## src/hw/conv_pkg.sv

```systemverilog
// Constants, field layout and types for the converter control block.
// Function
// - Reference enable bit switches reference on.
// - Reference ready flag always reads one.
// - Gain field: 11=4x, 10=2x, 01=1x, 00=off.
// - Converter gain field programmable independently.
// - Reference usable as positive reference and channel.
// - Ten-bit SAR result in high/low pair.
// - Completion raises flag usable for wake.
// - Pin converts regardless of analog select.
// - Channel field selects sample-and-hold input.
// - Positive reference select chooses reference source.
// - Clock select: 000 div2, 100 div4.
// - One conversion clock period per bit.
// - Control logic runs on conversion clock.
// - Completion clears go, sets flag, stores result.
package conv_pkg;
  localparam int RES_W = 10;
  localparam int CHAN_W = 6;
  localparam int POSITIVE_REF_SELECT_W = 2;
  localparam int CS_W = 3;
  localparam int DIV_W = 7;

  localparam logic [11:0] ADDR_CONV_CTRL = 12'h000;
  localparam logic [11:0] ADDR_CONV_CFG = 12'h004;
  localparam logic [11:0] ADDR_RES_HIGH = 12'h008;
  localparam logic [11:0] ADDR_RES_LOW = 12'h00C;
  localparam logic [11:0] ADDR_REF_CTRL = 12'h90C;

  localparam int REF_EN_BIT = 7;
  localparam int REF_RDY_BIT = 6;
  localparam int GAIN_LSB = 0;
  localparam int GO_BIT = 0;
  localparam int DONE_BIT = 1;
  localparam int CHAN_LSB = 0;
  localparam int POSITIVE_REF_SELECT_LSB = 8;
  localparam int CS_LSB = 12;

  localparam logic [CS_W-1:0] CS_DIV2 = 3'h0;
  localparam logic [CS_W-1:0] CS_DIV4 = 3'h4;
  localparam logic [CS_W-1:0] CS_DIV8 = 3'h1;
  localparam logic [CS_W-1:0] CS_DIV16 = 3'h5;
  localparam logic [CS_W-1:0] CS_DIV32 = 3'h2;
  localparam logic [CS_W-1:0] CS_DIV64 = 3'h6;
  localparam logic [1:0] CS_RC_LOW = 2'h3;

  localparam logic [DIV_W-1:0] DIV2 = 7'h02;
  localparam logic [DIV_W-1:0] DIV4 = 7'h04;
  localparam logic [DIV_W-1:0] DIV8 = 7'h08;
  localparam logic [DIV_W-1:0] DIV16 = 7'h10;
  localparam logic [DIV_W-1:0] DIV32 = 7'h20;
  localparam logic [DIV_W-1:0] DIV64 = 7'h40;

  typedef enum logic [1:0] {
    GAIN_OFF = 2'b00,
    GAIN_1X  = 2'b01,
    GAIN_2X  = 2'b10,
    GAIN_4X  = 2'b11
  } gain_t;

  typedef enum logic [0:0] {
    SAR_IDLE = 1'b0,
    SAR_CONV = 1'b1
  } sar_state_t;
endpackage

```

## src/hw/sar_if.sv

```systemverilog
// Handshake between the control logic and the successive approximation core.
`timescale 1ns/1ns
interface sar_if;
  logic                          tick;
  logic                          start;
  logic                          cmp;
  logic                          busy;
  logic                          done;
  logic [conv_pkg::RES_W-1:0]    result;
  logic [conv_pkg::RES_W-1:0]    trial;
  modport ctrl (output tick, output start, output cmp,
                input busy, input done, input result, input trial);
  modport core (input tick, input start, input cmp,
                output busy, output done, output result, output trial);
endinterface

```

## src/hw/sar_core.sv

```systemverilog
// Successive approximation engine, one result bit per conversion tick.
`timescale 1ns/1ns
module sar_core #(
  parameter int IDX_W = $clog2(conv_pkg::RES_W)
) (
  input  wire logic pclk,
  input  wire logic presetn,
  sar_if.core       s
);
  localparam logic [IDX_W-1:0] TOP = IDX_W'(conv_pkg::RES_W - 1);

  conv_pkg::sar_state_t          state;
  logic [IDX_W-1:0]              bit_idx;
  wire  [conv_pkg::RES_W-1:0]    cur_mask;
  wire  [conv_pkg::RES_W-1:0]    kept;
  wire                           last;

  assign cur_mask = conv_pkg::RES_W'(1) << bit_idx;
  // A low comparator answer means the trial overshot; drop that bit.
  assign kept = s.cmp ? s.trial : (s.trial & ~cur_mask);
  assign last = (bit_idx == '0);

  always_ff @(posedge pclk or negedge presetn) begin
    if (!presetn) begin
      state   <= conv_pkg::SAR_IDLE;
      bit_idx <= '0;
      s.trial <= '0;
      s.result <= '0;
      s.busy  <= 1'b0;
      s.done  <= 1'b0;
    end else begin
      s.done <= 1'b0;
      case (state)
        conv_pkg::SAR_IDLE: begin
          if (s.start && s.tick) begin
            state   <= conv_pkg::SAR_CONV;
            s.busy  <= 1'b1;
            bit_idx <= TOP;
            s.trial <= conv_pkg::RES_W'(1) << TOP;
          end
        end
        conv_pkg::SAR_CONV: begin
          if (s.tick && last) begin
            s.result <= kept;
            s.done   <= 1'b1;
            s.busy   <= 1'b0;
            state    <= conv_pkg::SAR_IDLE;
          end else if (s.tick) begin
            s.trial <= kept | (cur_mask >> 1);
            bit_idx <= bit_idx - 1'b1;
          end
        end
        default: state <= conv_pkg::SAR_IDLE;
      endcase
    end
  end
endmodule // sar_core

```

## src/hw/adc_reference_and_clock_control.sv

```systemverilog
// Reference control, conversion clock selection and APB register file.
//
// Register access over APB is this design's own decision.
`timescale 1ns/1ns
module adc_reference_and_clock_control (
  input  wire logic                            pclk,
  input  wire logic                            presetn,
  input  wire logic [11:0]                     paddr,
  input  wire logic                            psel,
  input  wire logic                            penable,
  input  wire logic                            pwrite,
  input  wire logic [31:0]                     pwdata,
  output logic      [31:0]                     prdata,
  output logic                                 pready,
  output logic                                 pslverr,
  input  wire logic                            rc_clk_in,
  input  wire logic                            cmp_in,
  output logic                                 ref_enable,
  output logic [1:0]                           ref_gain,
  output logic [conv_pkg::CHAN_W-1:0]          channel,
  output logic [conv_pkg::POSITIVE_REF_SELECT_W-1:0]          pos_ref,
  output logic [conv_pkg::RES_W-1:0]           dac_code,
  output logic                                 sample_hold,
  output logic                                 conv_done_irq
);
  ////////////////////////////////////////////////////////////////////////////
  sar_if s ();

  sar_core u_core (
    .pclk    (pclk),
    .presetn (presetn),
    .s       (s.core)
  );

  ////////////////////////////////////////////////////////////////////////////
  // Pin inputs pass two flip-flops before use.
  logic                            cmp_meta;
  logic                            cmp_sync;
  logic                            rc_meta;
  logic                            rc_sync;
  logic                            rc_prev;

  always_ff @(posedge pclk or negedge presetn) begin
    if (!presetn) begin
      cmp_meta <= 1'b0;
      cmp_sync <= 1'b0;
      rc_meta  <= 1'b0;
      rc_sync  <= 1'b0;
      rc_prev  <= 1'b0;
    end else begin
      cmp_meta <= cmp_in;
      cmp_sync <= cmp_meta;
      rc_meta  <= rc_clk_in;
      rc_sync  <= rc_meta;
      rc_prev  <= rc_sync;
    end
  end

  ////////////////////////////////////////////////////////////////////////////
  // Register state.
  logic                            go;
  logic                            done_flag;
  logic [conv_pkg::CS_W-1:0]       clk_sel;
  logic [conv_pkg::DIV_W-1:0]      div_cnt;
  logic                            tick;

  ////////////////////////////////////////////////////////////////////////////
  // Conversion clock: a divided bus clock, or the RC clock pin.
  wire                             rc_sel;
  wire                             rc_rise;
  wire  [conv_pkg::DIV_W-1:0]      div_val;
  wire                             div_wrap;
  wire                             next_tick;
  wire  [conv_pkg::DIV_W-1:0]      next_div_cnt;

  assign rc_sel = (clk_sel[1:0] == conv_pkg::CS_RC_LOW);
  assign rc_rise = rc_sync && !rc_prev;
  assign div_val =
    (clk_sel == conv_pkg::CS_DIV2)  ? conv_pkg::DIV2 :
    (clk_sel == conv_pkg::CS_DIV4)  ? conv_pkg::DIV4 :
    (clk_sel == conv_pkg::CS_DIV8)  ? conv_pkg::DIV8 :
    (clk_sel == conv_pkg::CS_DIV16) ? conv_pkg::DIV16 :
    (clk_sel == conv_pkg::CS_DIV32) ? conv_pkg::DIV32 :
                                      conv_pkg::DIV64;
  assign div_wrap = (div_cnt >= div_val - 1'b1);
  // The divided tick tracks the bus clock, so it scales with its rate.
  assign next_tick = rc_sel ? rc_rise : div_wrap;
  assign next_div_cnt = (rc_sel || div_wrap) ? '0 : div_cnt + 1'b1;

  always_ff @(posedge pclk or negedge presetn) begin
    if (!presetn) begin
      div_cnt <= '0;
      tick    <= 1'b0;
    end else begin
      div_cnt <= next_div_cnt;
      tick    <= next_tick;
    end
  end

  ////////////////////////////////////////////////////////////////////////////
  // Core hookup. Start is only taken on a tick, so with the RC clock a go
  // write may wait a long while before anything visible happens.
  assign s.tick  = tick;
  assign s.start = go && !s.busy;
  // The comparator answer reaches the core three cycles after a trial, so
  // only the divide-by-two clock settles bits on stale answers.
  assign s.cmp   = cmp_sync;

  ////////////////////////////////////////////////////////////////////////////
  // APB decode. Answering from the setup phase lets the read data come from a flip-flop with no wait state.
  wire                             setup;
  wire                             wr;
  wire                             sel_ref;
  wire                             sel_ctrl;
  wire                             sel_cfg;
  wire                             sel_hi;
  wire                             sel_lo;
  wire                             mapped;
  wire                             wr_ref;
  wire                             wr_ctrl;
  wire                             wr_cfg;
  wire  [31:0]                     rd_ref;
  wire  [31:0]                     rd_ctrl;
  wire  [31:0]                     rd_cfg;
  wire  [31:0]                     rd_hi;
  wire  [31:0]                     rd_lo;
  wire  [31:0]                     rd_mux;

  assign setup = psel && !penable;
  assign wr = psel && penable && pready && pwrite;
  assign sel_ref  = (paddr == conv_pkg::ADDR_REF_CTRL);
  assign sel_ctrl = (paddr == conv_pkg::ADDR_CONV_CTRL);
  assign sel_cfg  = (paddr == conv_pkg::ADDR_CONV_CFG);
  assign sel_hi   = (paddr == conv_pkg::ADDR_RES_HIGH);
  assign sel_lo   = (paddr == conv_pkg::ADDR_RES_LOW);
  assign mapped = sel_ref || sel_ctrl || sel_cfg || sel_hi || sel_lo;
  assign wr_ref  = wr && sel_ref;
  assign wr_ctrl = wr && sel_ctrl;
  assign wr_cfg  = wr && sel_cfg;

  // Ready reads one at all times; there is no settling to wait for.
  assign rd_ref = {24'h000000, ref_enable, 1'b1, 4'h0, ref_gain};
  assign rd_ctrl = {29'h00000000, s.busy, done_flag, go};
  assign rd_cfg = {17'h00000, clk_sel, 2'h0, pos_ref, 2'h0, channel};
  assign rd_hi = {22'h000000, s.result[conv_pkg::RES_W-1:8], 8'h00};
  assign rd_lo = {24'h000000, s.result[7:0]};
  assign rd_mux = sel_ref  ? rd_ref  :
                  sel_ctrl ? rd_ctrl :
                  sel_cfg  ? rd_cfg  :
                  sel_hi   ? rd_hi   :
                  sel_lo   ? rd_lo   : 32'h00000000;

  always_ff @(posedge pclk or negedge presetn) begin
    if (!presetn) begin
      pready  <= 1'b0;
      pslverr <= 1'b0;
      prdata  <= 32'h00000000;
    end else begin
      pready  <= setup;
      pslverr <= setup && !mapped;
      prdata  <= (setup && !pwrite) ? rd_mux : 32'h00000000;
    end
  end

  ////////////////////////////////////////////////////////////////////////////
  // Reference control. Gain is its own field, apart from the enable.
  always_ff @(posedge pclk or negedge presetn) begin
    if (!presetn) begin
      ref_enable <= 1'b0;
      ref_gain   <= conv_pkg::GAIN_OFF;
    end else if (wr_ref) begin
      ref_enable <= pwdata[conv_pkg::REF_EN_BIT];
      ref_gain   <= pwdata[conv_pkg::GAIN_LSB +: 2];
    end
  end

  ////////////////////////////////////////////////////////////////////////////
  // Conversion configuration. The channel goes to the sample-and-hold
  // mux whatever the pin's analog select, which this block never sees.
  always_ff @(posedge pclk or negedge presetn) begin
    if (!presetn) begin
      channel <= '0;
      pos_ref <= '0;
      clk_sel <= conv_pkg::CS_DIV2;
    end else if (wr_cfg) begin
      channel <= pwdata[conv_pkg::CHAN_LSB +: conv_pkg::CHAN_W];
      pos_ref <= pwdata[conv_pkg::POSITIVE_REF_SELECT_LSB +: conv_pkg::POSITIVE_REF_SELECT_W];
      clk_sel <= pwdata[conv_pkg::CS_LSB +: conv_pkg::CS_W];
    end
  end

  ////////////////////////////////////////////////////////////////////////////
  // Go and completion. A set arriving with a clear always wins.
  wire                             go_set;
  wire                             flag_clr;
  wire                             next_go;
  wire                             next_done_flag;

  assign go_set = wr_ctrl && pwdata[conv_pkg::GO_BIT];
  assign flag_clr = wr_ctrl && pwdata[conv_pkg::DONE_BIT];
  assign next_go = go_set || (go && !s.done);
  assign next_done_flag = s.done || (done_flag && !flag_clr);

  always_ff @(posedge pclk or negedge presetn) begin
    if (!presetn) begin
      go            <= 1'b0;
      done_flag     <= 1'b0;
      conv_done_irq <= 1'b0;
      dac_code      <= '0;
      sample_hold   <= 1'b0;
    end else begin
      go            <= next_go;
      done_flag     <= next_done_flag;
      conv_done_irq <= next_done_flag;
      dac_code      <= s.trial;
      sample_hold   <= s.busy;
    end
  end
endmodule // adc_reference_and_clock_control

```

## config.mk

```make
export PLATFORM = sky130hd
export DESIGN_NAME = adc_reference_and_clock_control
export DESIGN_NICKNAME = d
export VERILOG_FILES = /design/src/hw/conv_pkg.sv /design/src/hw/sar_if.sv /design/src/hw/sar_core.sv /design/src/hw/adc_reference_and_clock_control.sv
export SDC_FILE = /design/constraint.sdc
export NUM_CORES = 1
export LEC_CHECK = 0
export ABC_AREA = 1
export BUFFER_PORTS_ARGS = -buffer_cell sky130_fd_sc_hd__buf_2
export CORE_MARGIN = 2
export CORE_UTILIZATION = 47
export CTS_CLUSTER_DIAMETER = 50
export DETAILED_ROUTE_END_ITERATION = 7
export GPL_ROUTABILITY_DRIVEN = 0
export PLACE_DENSITY = 0.84
export SLEW_MARGIN = 25
export SYNTH_ARGS = -nofsm -noshare
export SYNTH_HDL_FRONTEND = slang
export SYNTH_SLANG_ARGS = --single-unit
```

## constraint.sdc

```tcl
create_clock -name pclk -period 1.3 [get_ports pclk]
set_clock_uncertainty 0.05 [all_clocks]
set_input_delay 0.195 -clock pclk [delete_from_list [all_inputs] [get_ports pclk]]
set_output_delay 0.195 -clock pclk [all_outputs]
set_load 0.05 [all_outputs]
```

==> results of run 1 <==
==> what timing repair did <==
| action | 4_1_cts | 5_1_grt |
|---|---|---|
| endpoints found under the setup margin | 32 | 51 |
| hold buffers | 5 | 0 |
| setup buffers | 10 | 3 |
| pin swaps | 15 | 18 |
| hold endpoints to repair | 86 | 0 |
| gates resized for setup | 45 | 62 |
| gates cloned | 2 | 0 |
==> worst min-delay path: stages <==
cell and delay (ps):
buf_2 80, nand3_1 60, nand2_1 60
==> sequential cells by signal, indices dropped and copies added (netlist names), 2 cells and up <==
signal and cells:
prdata 13, dac_code 10, u_core.s.result 10, u_core.s.trial 10, div_cnt 7, channel 6
u_core.bit_idx 4, clk_sel 3, pos_ref 2, ref_gain 2
==> logic make-up after synthesis <==
logic type / share of synthesized area, %
simple gates: 26.22
xor+xnor: 1.360
other cells: 0.1943
buf+inv: 9.550
flops: 53.09
fa+ha+maj: 3.885
compound gates: 5.698
==> synth_stat cells (2+ instances only) <==
cell type,number
nand2_1,131
dfrtp_1,82
inv_1,40
nand3_1,37
nor2_1,34
buf_4,19
o21ai_0,17
ha_1,12
o21ai_1,10
a21oi_1,9
nand4_1,7
xor2_1,5
buf_6,4
nand2_2,3
nor2_2,3
buf_2,2
clkbuf_1,2
conb_1,2
nand2_4,2
nand3_2,2
nand3b_1,2
nor2_4,2
nor3_1,2
o21a_1,2
o21ai_2,2
==> worst paths after layout <==
kind | from | to | slack, ps | depth (start not counted)
min | pwdata[5] | channel[5]$_DFFE_PN0P_ | 5 | 3
min reg2reg | cmp_meta$_DFF_PN0_ | cmp_sync$_DFF_PN0_ | 310 | 0
max | clk_sel[1]$_DFFE_PN0P_ | s.tick$_DFF_PN0_ | -400 | 7
min in group asynchronous | presetn | div_cnt[1]$_DFF_PN0_ | 140 | 2
max in group asynchronous | presetn | u_core.s.result[0]$_DFFE_PN0P_ | 610 | 3
max reg2reg | clk_sel[1]$_DFFE_PN0P_ | s.tick$_DFF_PN0_ | -400 | 7
==> per-stage QoR <==
stage | total power, mW | util, % | instance area [sq um] | instances
floorplan | 5.093 | - | 3966 | 460
detailed placement | 5.868 | 56.90 | 4604 | 650
CTS | 8.695 | 63.28 | 5121 | 683
global placement | 5.753 | 56.90 | 4604 | 650
global route | 9.761 | 66.33 | 5368 | 686
finish | 9.319 | 66.33 | 5368 | 686
==> layout make-up <==
| type | instances | area, sq um | area share [%] |
|---|---|---|---|
| multi-input combinational | 309 | 1836 | 34.20 |
| tap | 105 | 131.4 | 2.448 |
| inverter | 42 | 161.4 | 3.007 |
| timing repair buffer | 132 | 942.2 | 17.55 |
| clock inverter | 6 | 113.9 | 2.121 |
| clock buffer | 10 | 127.6 | 2.378 |
| sequential | 82 | 2056 | 38.30 |
==> report_power, final <==
group,switching (mW),internal [mW],total [mW]
Clock,0.976,1.28,2.26
Sequential,0.433,2.96,3.39
Combinational,2.23,1.44,3.67
Total,3.64,5.68,9.32
==> per-layer routing <==
layer | track usage (%) | up-vias | part of all wire (%)
li1 | - | 1635 | -
met1 | 26.21 | 1690 | 38
met2 | 37.94 | 158 | 50
met3 | 4.310 | 52 | 6.0
met4 | 10.63 | 0 | 6.0
met5 | 0 | - | 0
==> qor.yml, run 1 <==
slew_violations: 0
start_util_pct: 47.76
die_h_microns: 94.68
chipWidth_microns: 94.68
slew_headroom_pct: 58.31
min_period_ps: 1704
outcome: "complete, but fails checks"
synthTopCellsByArea: "dfrtp_1 53%, nand2_1 13%, nand3_1 4.8%, ha_1 3.9%, inv_1 3.9%"
drv_cap: 0
htreeDepth: 3
synth-edff-count: 0
cp.required_ps: 1510
crit_top_cell: "nand2_1"
synth.ff_latch_count: 82
pre_cts_ws_ps: -244.7
ys_types: 34
rsz0062_at_grt: "true"
worst_slack_ps: -403.8
ys_warn_count: 0
powerDensity_mw_per_mm2: 1736
grt_usage_pct: 21.96
dr.pass1.iters: 4
vdd_drop_max_v: 0.0008823
hold_ws_ps: 5.434
crit_path_end_kind: "flip-flop"
viasPerCell: 5.153
ys.flop_type: "dfrtp_1"
cts_root_buf: "clkbuf_8"
die_area_sq_mm: 0.008964
crit_type: "flip-flop to flip-flop"
finalNetCount: 639
critPathMaxFanout: 5
cp_slowest_cell: "dfrtp_2"
dp_hpwl_mm: 6.395
yosysTopAreaCellShare_pct: 53.09
ant_nets: 0
p_leak_nw: 2.888
antenna_found_initial: 0
yosysSeqAreaShare_pct: 53.09
worst_slew_pin_slew_ps: 625.4
drt-initial-drc-count: 273
io_pins: 108
num_rows: 33
final-setup-viol-count: 35
worstPathArrival_ps: 1910
wirelength_mm: 10.55
synthCells: 442
crit_path_max_incr_delay_ps: 430
grt_pass1_vias: 3293
max_freq_ghz: 0.5869
cp_num_buf_inv: 1
final_cell_mix: "104 x nand2_1, 79 x dfrtp_1, 57 x buf_2, 50 x buf_4, 37 x inv_1"
finalSetupTns_ps: -6718
violations: "negative setup slack"
drive_gt1_share_pct: 38.73
areaGrowthSynthToFinish_pct: 38.88
grt_pass1_wl_mm: 15.10
path_clk_slew_ps: 90
period_share_pct: 131.1
clk_latency_ps: 370
vias: 3535
path_cells: "inv_1, ha_1, a21oi_1, o21a_1, nand2_1, nand2_1, nand2_1"
numPortBuffers: 68
synth_top_cell_by_area: "dfrtp_1"
core-area_sq_mm: 0.008093
cp-start-kind: "flip-flop"
nFillCells: 566
layout_commonest_cell: "nand2_1"
cts_buffers: 9
critPathTopFamily: "compound AO/OA/AOI/OAI gates"
hold_viol_final: 0
antenna_cells: 0
synth_area_per_cell_sq_um: 8.744
tritoncts: "done"
cts_buffer_depth: 2
wire_per_inst_microns: 15.37
postSynth.asyncResetShare_pct: 100.0
clkSinkCount: 82
hp-class: "primary input to flip-flop"
drc: 0
syn_area_sq_mm: 0.003865
grt_max_degree: 45
grt_overflow_total: 0
(Power assumes the default switching activity.)
==> run 2, diff against run 1 <==
Settings changed: RECOVER_POWER set to 100, SLEW_MARGIN 25 to 20.
==> qor.yml, run 2 (synthesis results as in run 1) <==
die_area_sq_mm: 0.008964  # unchanged
nFillCells: 575  # was 566
vias: 3535  # unchanged
wirelength_mm: 10.56  # was 10.55 mm
grt_max_degree: 45  # unchanged
period_share_pct: 130.9  # was 131.1%
htreeDepth: 3  # unchanged
outcome: "complete, but fails checks"  # unchanged
num_rows: 33  # unchanged
tritoncts: "done"  # unchanged
clockPowerShare_pct: 24.2  # about the same
viasPerCell: 5.153  # unchanged
drc: 0  # unchanged
finalSetupTns_ps: -6990  # was -6718 ps
combPwrFrac_pct: 39.3  # about the same
pre_cts_ws_ps: -244.7  # unchanged
worst_slew_pin_slew_ps: 627.4  # was 625.4 ps
vdd_drop_max_v: 0.0008794  # was 0.0008823 V
clkSinkCount: 82  # unchanged
slew_headroom_pct: 58.17  # was 58.31%
largest_register: "prdata"  # unchanged
cts_buffers: 9  # unchanged
dp_hpwl_mm: 6.395  # unchanged
path_clk_slew_ps: 90  # about the same
grt_usage_pct: 21.96  # unchanged
p_leak_nw: 2.846  # was 2.888 nW
cts_root_buf: "clkbuf_8"  # unchanged
max_freq_ghz: 0.5875  # was 0.5869 GHz
cp-start-kind: "flip-flop"  # unchanged
final_cell_mix: "104 x nand2_1, 79 x dfrtp_1, 47 x buf_4, 37 x inv_1, 35 x nand3_1"  # was 104 x nand2_1, 79 x dfrtp_1, 57 x buf_2, 50 x buf_4, 37 x inv_1
power.internal_mw: 5.666  # was 5.678 mW
wire_per_inst_microns: 15.39  # was 15.37 microns
areaGrowthSynthToFinish_pct: 37.49  # was 38.88%
slew_violations: 0  # unchanged
layout_commonest_cell: "nand2_1"  # unchanged
core-area_sq_mm: 0.008093  # unchanged
start_util_pct: 47.76  # unchanged
power_frac_seq_pct: 36.5  # was 36.4%
hp-class: "primary input to flip-flop"  # unchanged
violations: "negative setup slack"  # unchanged
grt_pass1_vias: 3293  # unchanged
p_sw_mw: 3.641  # about the same
hold_viol_final: 0  # unchanged
die_h_microns: 94.68  # unchanged
grt_overflow_total: 0  # unchanged
ant_nets: 0  # unchanged
cts_buffer_depth: 2  # unchanged
largest_reg_flops: 13  # unchanged
cp.required_ps: 1500  # was 1510 ps
powerDensity_mw_per_mm2: 1751  # was 1736 mW/mm^2
critPathMaxFanout: 5  # unchanged
final_core_util_pct: 65.66  # was 66.33%
worst_slack_ps: -402.1  # was -403.8 ps
chipWidth_microns: 94.68  # unchanged
place_area_sq_mm: 0.004604  # unchanged
grt_pass1_wl_mm: 15.10  # unchanged
finalNetCount: 639  # unchanged
min_period_ps: 1702  # was 1704 ps
antenna_found_initial: 0  # unchanged
numPortBuffers: 68  # unchanged
dr.pass1.iters: 5  # was 4
drt-initial-drc-count: 241  # was 273
crit_type: "flip-flop to flip-flop"  # unchanged
rsz0062_at_grt: "true"  # unchanged
final-setup-viol-count: 35  # unchanged
io_pins: 108  # unchanged
power_mw: 9.307  # was 9.319 mW
crit_path_end_kind: "flip-flop"  # unchanged
drv_cap: 0  # unchanged
swShare_pct: 39.12  # was 39.07%
stdcell_area_sq_mm: 0.005314  # was 0.005368 sq mm
drive_gt1_share_pct: 37.35  # was 38.73%
clk_latency_ps: 360  # was 370 ps
worstPathArrival_ps: 1910  # about the same
antenna_cells: 0  # unchanged
==> run 2: worst paths after layout <==
| path | start | endpoint | slack (ps) | cells past startpoint |
|---|---|---|---|---|
| max in group asynchronous | presetn | pready$_DFF_PN0_ | 160 | 3 |
| min in group asynchronous | presetn | div_cnt[1]$_DFF_PN0_ | 240 | 2 |
| hold reg to reg | cmp_meta$_DFF_PN0_ | cmp_sync$_DFF_PN0_ | 300 | 0 |
| setup / recovery | clk_sel[1]$_DFFE_PN0P_ | s.tick$_DFF_PN0_ | -400 | 7 |
| hold / removal | pwdata[5] | channel[5]$_DFFE_PN0P_ | 10 | 3 |
| setup reg to reg | clk_sel[1]$_DFFE_PN0P_ | s.tick$_DFF_PN0_ | -400 | 7 |
==> run 2: what timing repair did <==
| action | 4_1_cts | 5_1_grt |
|---|---|---|
| hold buffers | 5 | 0 |
| gates resized for setup | 45 | 62 |
| gates cloned | 2 | 0 |
| setup buffers | 10 | 3 |
| pin swaps | 15 | 18 |
| hold endpoints to repair | 86 | 0 |
| endpoints found under the setup margin | 32 | 51 |
==> run 2: layout make-up <==
cell class	instances	area (sq um)	share of cell area [%]
multi-input combinational	309	1815	34.17
sequential	82	2056	38.69
tap	105	131.4	2.472
clock buffer	10	127.6	2.402
clock inverter	6	113.9	2.143
timing repair buffer	132	908.4	17.09
inverter	42	161.4	3.037
==> run 2: metal layers <==
layer / part of all wire (%) / GRT usage [%]
met5: 0 / 0
met4: 5.6 / 10.63
met3: 6.7 / 4.310
met2: 51 / 37.94
met1: 37 / 26.21
==> run 2: worst max-delay path, stage by stage, from the launching register on <==
cell and delay, ps:
dfrtp_2 430, inv_1 100, ha_1 330, a21oi_1 230, o21a_1 230, nand2_1 100, nand2_1 80, nand2_1 50
==> run 2: power groups by stage <==
| stage | clock network, mW | registers, mW | logic (mW) |
|---|---|---|---|
| floorplan | 0 | 3.54 | 1.55 |
| global placement | 0 | 3.32 | 2.43 |
| detailed placement | 0 | 3.34 | 2.53 |
| CTS | 2.25 | 3.30 | 3.14 |
| global route | 2.39 | 3.44 | 3.91 |
| finish | 2.25 | 3.40 | 3.66 |
==> run 2: stage by stage <==
stage / cells / hold WS (ps)
detailed placement: 650 / -14.69
floorplan: 460 / -150.6
global placement: 650 / -17.11
finish: 686 / 12.16
global route: 686 / 8.998
CTS: 683 / 2.428
==> run 3, diff against run 2 <==
Settings changed: MAX_ROUTING_LAYER set to met4.
==> qor.yml, run 3 (synthesis results as in run 1) <==
crit_path_max_incr_delay_ps: 430  # about the same
path_clk_slew_ps: 90  # about the same
crit_path_end_kind: "flip-flop"  # unchanged
drv_cap: 0  # unchanged
power.internal_mw: 5.675  # was 5.666 mW
die_area_sq_mm: 0.008964  # unchanged
worstPathArrival_ps: 1940  # was 1910 ps
grt_pass1_vias: 3301  # was 3293
nFillCells: 570  # was 575
crit_type: "flip-flop to flip-flop"  # unchanged
worst_slack_ps: -434.3  # was -402.1 ps
drt-initial-drc-count: 243  # was 241
antenna_found_initial: 0  # unchanged
critPathTopFamily: "compound AO/OA/AOI/OAI gates"  # unchanged
cts_root_buf: "clkbuf_8"  # unchanged
clk_latency_ps: 370  # was 360 ps
cts_buffers: 9  # unchanged
core-area_sq_mm: 0.008093  # unchanged
pre_cts_ws_ps: -244.7  # unchanged
power_frac_seq_pct: 36.4  # was 36.5%
io_pins: 108  # unchanged
finalNetCount: 639  # unchanged
place_area_sq_mm: 0.004604  # unchanged
tritoncts: "done"  # unchanged
clkSinkCount: 82  # unchanged
numPortBuffers: 68  # unchanged
vias: 3562  # was 3535
drc: 0  # unchanged
swShare_pct: 39.18  # was 39.12%
cp-start-kind: "flip-flop"  # unchanged
vdd_drop_max_v: 0.0008780  # was 0.0008794 V
rsz0062_at_grt: "true"  # unchanged
powerDensity_mw_per_mm2: 1753  # was 1751 mW/mm^2
grt_usage_pct: 22.61  # was 21.96%
finalSetupTns_ps: -6596  # was -6990 ps
worst_slew_pin_slew_ps: 630.5  # was 627.4 ps
critPathMaxFanout: 5  # unchanged
ant_nets: 0  # unchanged
cp_num_buf_inv: 1  # unchanged
multi_input_area_sq_mm: 0.001828  # was 0.001815 sq mm
dp_hpwl_mm: 6.395  # unchanged
grt_overflow_total: 0  # unchanged
violations: "negative setup slack"  # unchanged
p_leak_nw: 2.848  # was 2.846 nW
dr.pass1.iters: 5  # unchanged
max_freq_ghz: 0.5766  # was 0.5875 GHz
layout_commonest_cell: "nand2_1"  # unchanged
cp.required_ps: 1500  # about the same
antenna_cells: 0  # unchanged
final_core_util_pct: 65.79  # was 65.66%
wirelength_mm: 10.58  # was 10.56 mm
grt_max_degree: 45  # unchanged
areaGrowthSynthToFinish_pct: 37.75  # was 37.49%
cp_slowest_cell: "dfrtp_2"  # unchanged
drive_gt1_share_pct: 37.35  # unchanged
slew_violations: 0  # unchanged
outcome: "complete, but fails checks"  # unchanged
htreeDepth: 3  # unchanged
start_util_pct: 47.76  # unchanged
final_cell_mix: "104 x nand2_1, 79 x dfrtp_1, 47 x buf_4, 37 x inv_1, 35 x nand3_1"  # unchanged
hold_ws_ps: 3.347  # was 12.16 ps
largest_reg_flops: 13  # unchanged
p_sw_mw: 3.656  # was 3.641 mW
min_period_ps: 1734  # was 1702 ps
hp-class: "primary input to flip-flop"  # unchanged
combPwrFrac_pct: 39.4  # was 39.3%
stdcell_area_sq_mm: 0.005324  # was 0.005314 sq mm
register_area_sq_mm: 0.002056  # unchanged
num_rows: 33  # unchanged
largest_register: "prdata"  # unchanged
slew_headroom_pct: 57.97  # was 58.17%
wire_per_inst_microns: 15.42  # was 15.39 microns
period_share_pct: 133.4  # was 130.9%
chipWidth_microns: 94.68  # unchanged
grt_pass1_wl_mm: 15.10  # about the same
path_cells: "inv_1, ha_1, a21oi_1, o21a_1, nand2_1, nand2_1, nand2_1"  # unchanged
cts_buffer_depth: 2  # unchanged
die_h_microns: 94.68  # unchanged
hold_viol_final: 0  # unchanged
clockPowerShare_pct: 24.2  # about the same
final-setup-viol-count: 37  # was 35
crit_top_cell: "nand2_1"  # unchanged
viasPerCell: 5.192  # was 5.153
-- run 3: cell types whose count changed in the layout (fill, tap and decap cells not counted) --
cell / change
clkbuf_4: -1
buf_2: +1
o21ai_4: +1
o21ai_2: -1
nand2_2: -1
nand2_4: +1
-- run 3: worst paths after layout --
check | from | endpoint | slack, ps | cells after the start
setup / recovery | clk_sel[1]$_DFFE_PN0P_ | s.tick$_DFF_PN0_ | -430 | 7
hold / removal | pwdata[9] | pos_ref[1]$_DFFE_PN0P_ | 3 | 3
setup reg to reg | clk_sel[1]$_DFFE_PN0P_ | s.tick$_DFF_PN0_ | -430 | 7
hold reg to reg | cmp_meta$_DFF_PN0_ | cmp_sync$_DFF_PN0_ | 300 | 0
max in group asynchronous | presetn | pready$_DFF_PN0_ | 150 | 3
min in group asynchronous | presetn | div_cnt[1]$_DFF_PN0_ | 250 | 2
-- run 3: metal layers --
layer	part of all wire (%)	GRT usage, %	wire [microns]
met5	0	-	0
met4	3.8	11.71	404
met3	5.9	3.352	623
met2	51	37.94	5437
met1	39	26.37	4114
-- run 3: per-stage QoR --
step / total power, mW / std cells
detailed placement: 5.868 / 650
floorplan: 5.093 / 460
CTS: 8.695 / 683
global route: 9.756 / 686
finish: 9.331 / 686
global placement: 5.753 / 650
-- run 3: tightest hold or removal path: stages --
cell,delay (ps)
buf_2,80
nand3_1,60
nand2_1,60
-- run 3: area by class of cell --
| type | count | area share (%) |
|---|---|---|
| Sequential cell | 82 | 38.61 |
| Clock inverter | 6 | 2.139 |
| Timing Repair Buffer | 132 | 17.02 |
| Clock buffer | 10 | 2.397 |
| Multi-Input combinational cell | 309 | 34.34 |
| Tap cell | 105 | 2.468 |
| Inverter | 42 | 3.032 |
-- run 3: what timing repair did --
item                       CTS  global route
hold buffers                 5             0
pin swaps                   15            17
setup endpoints to repair   32            50
buffers inserted            10             3
resized for setup           45            63
hold endpoints to repair    86             0
cloned                       2             0
-- run 3: power groups by stage --
stage	clock [mW]	combinational (mW)	sequential [mW]
after floorplan	0	1.55	3.54
after global placement	0	2.43	3.32
after detailed placement	0	2.53	3.34
after CTS	2.25	3.14	3.30
after global routing	2.38	3.92	3.45
final	2.25	3.68	3.40
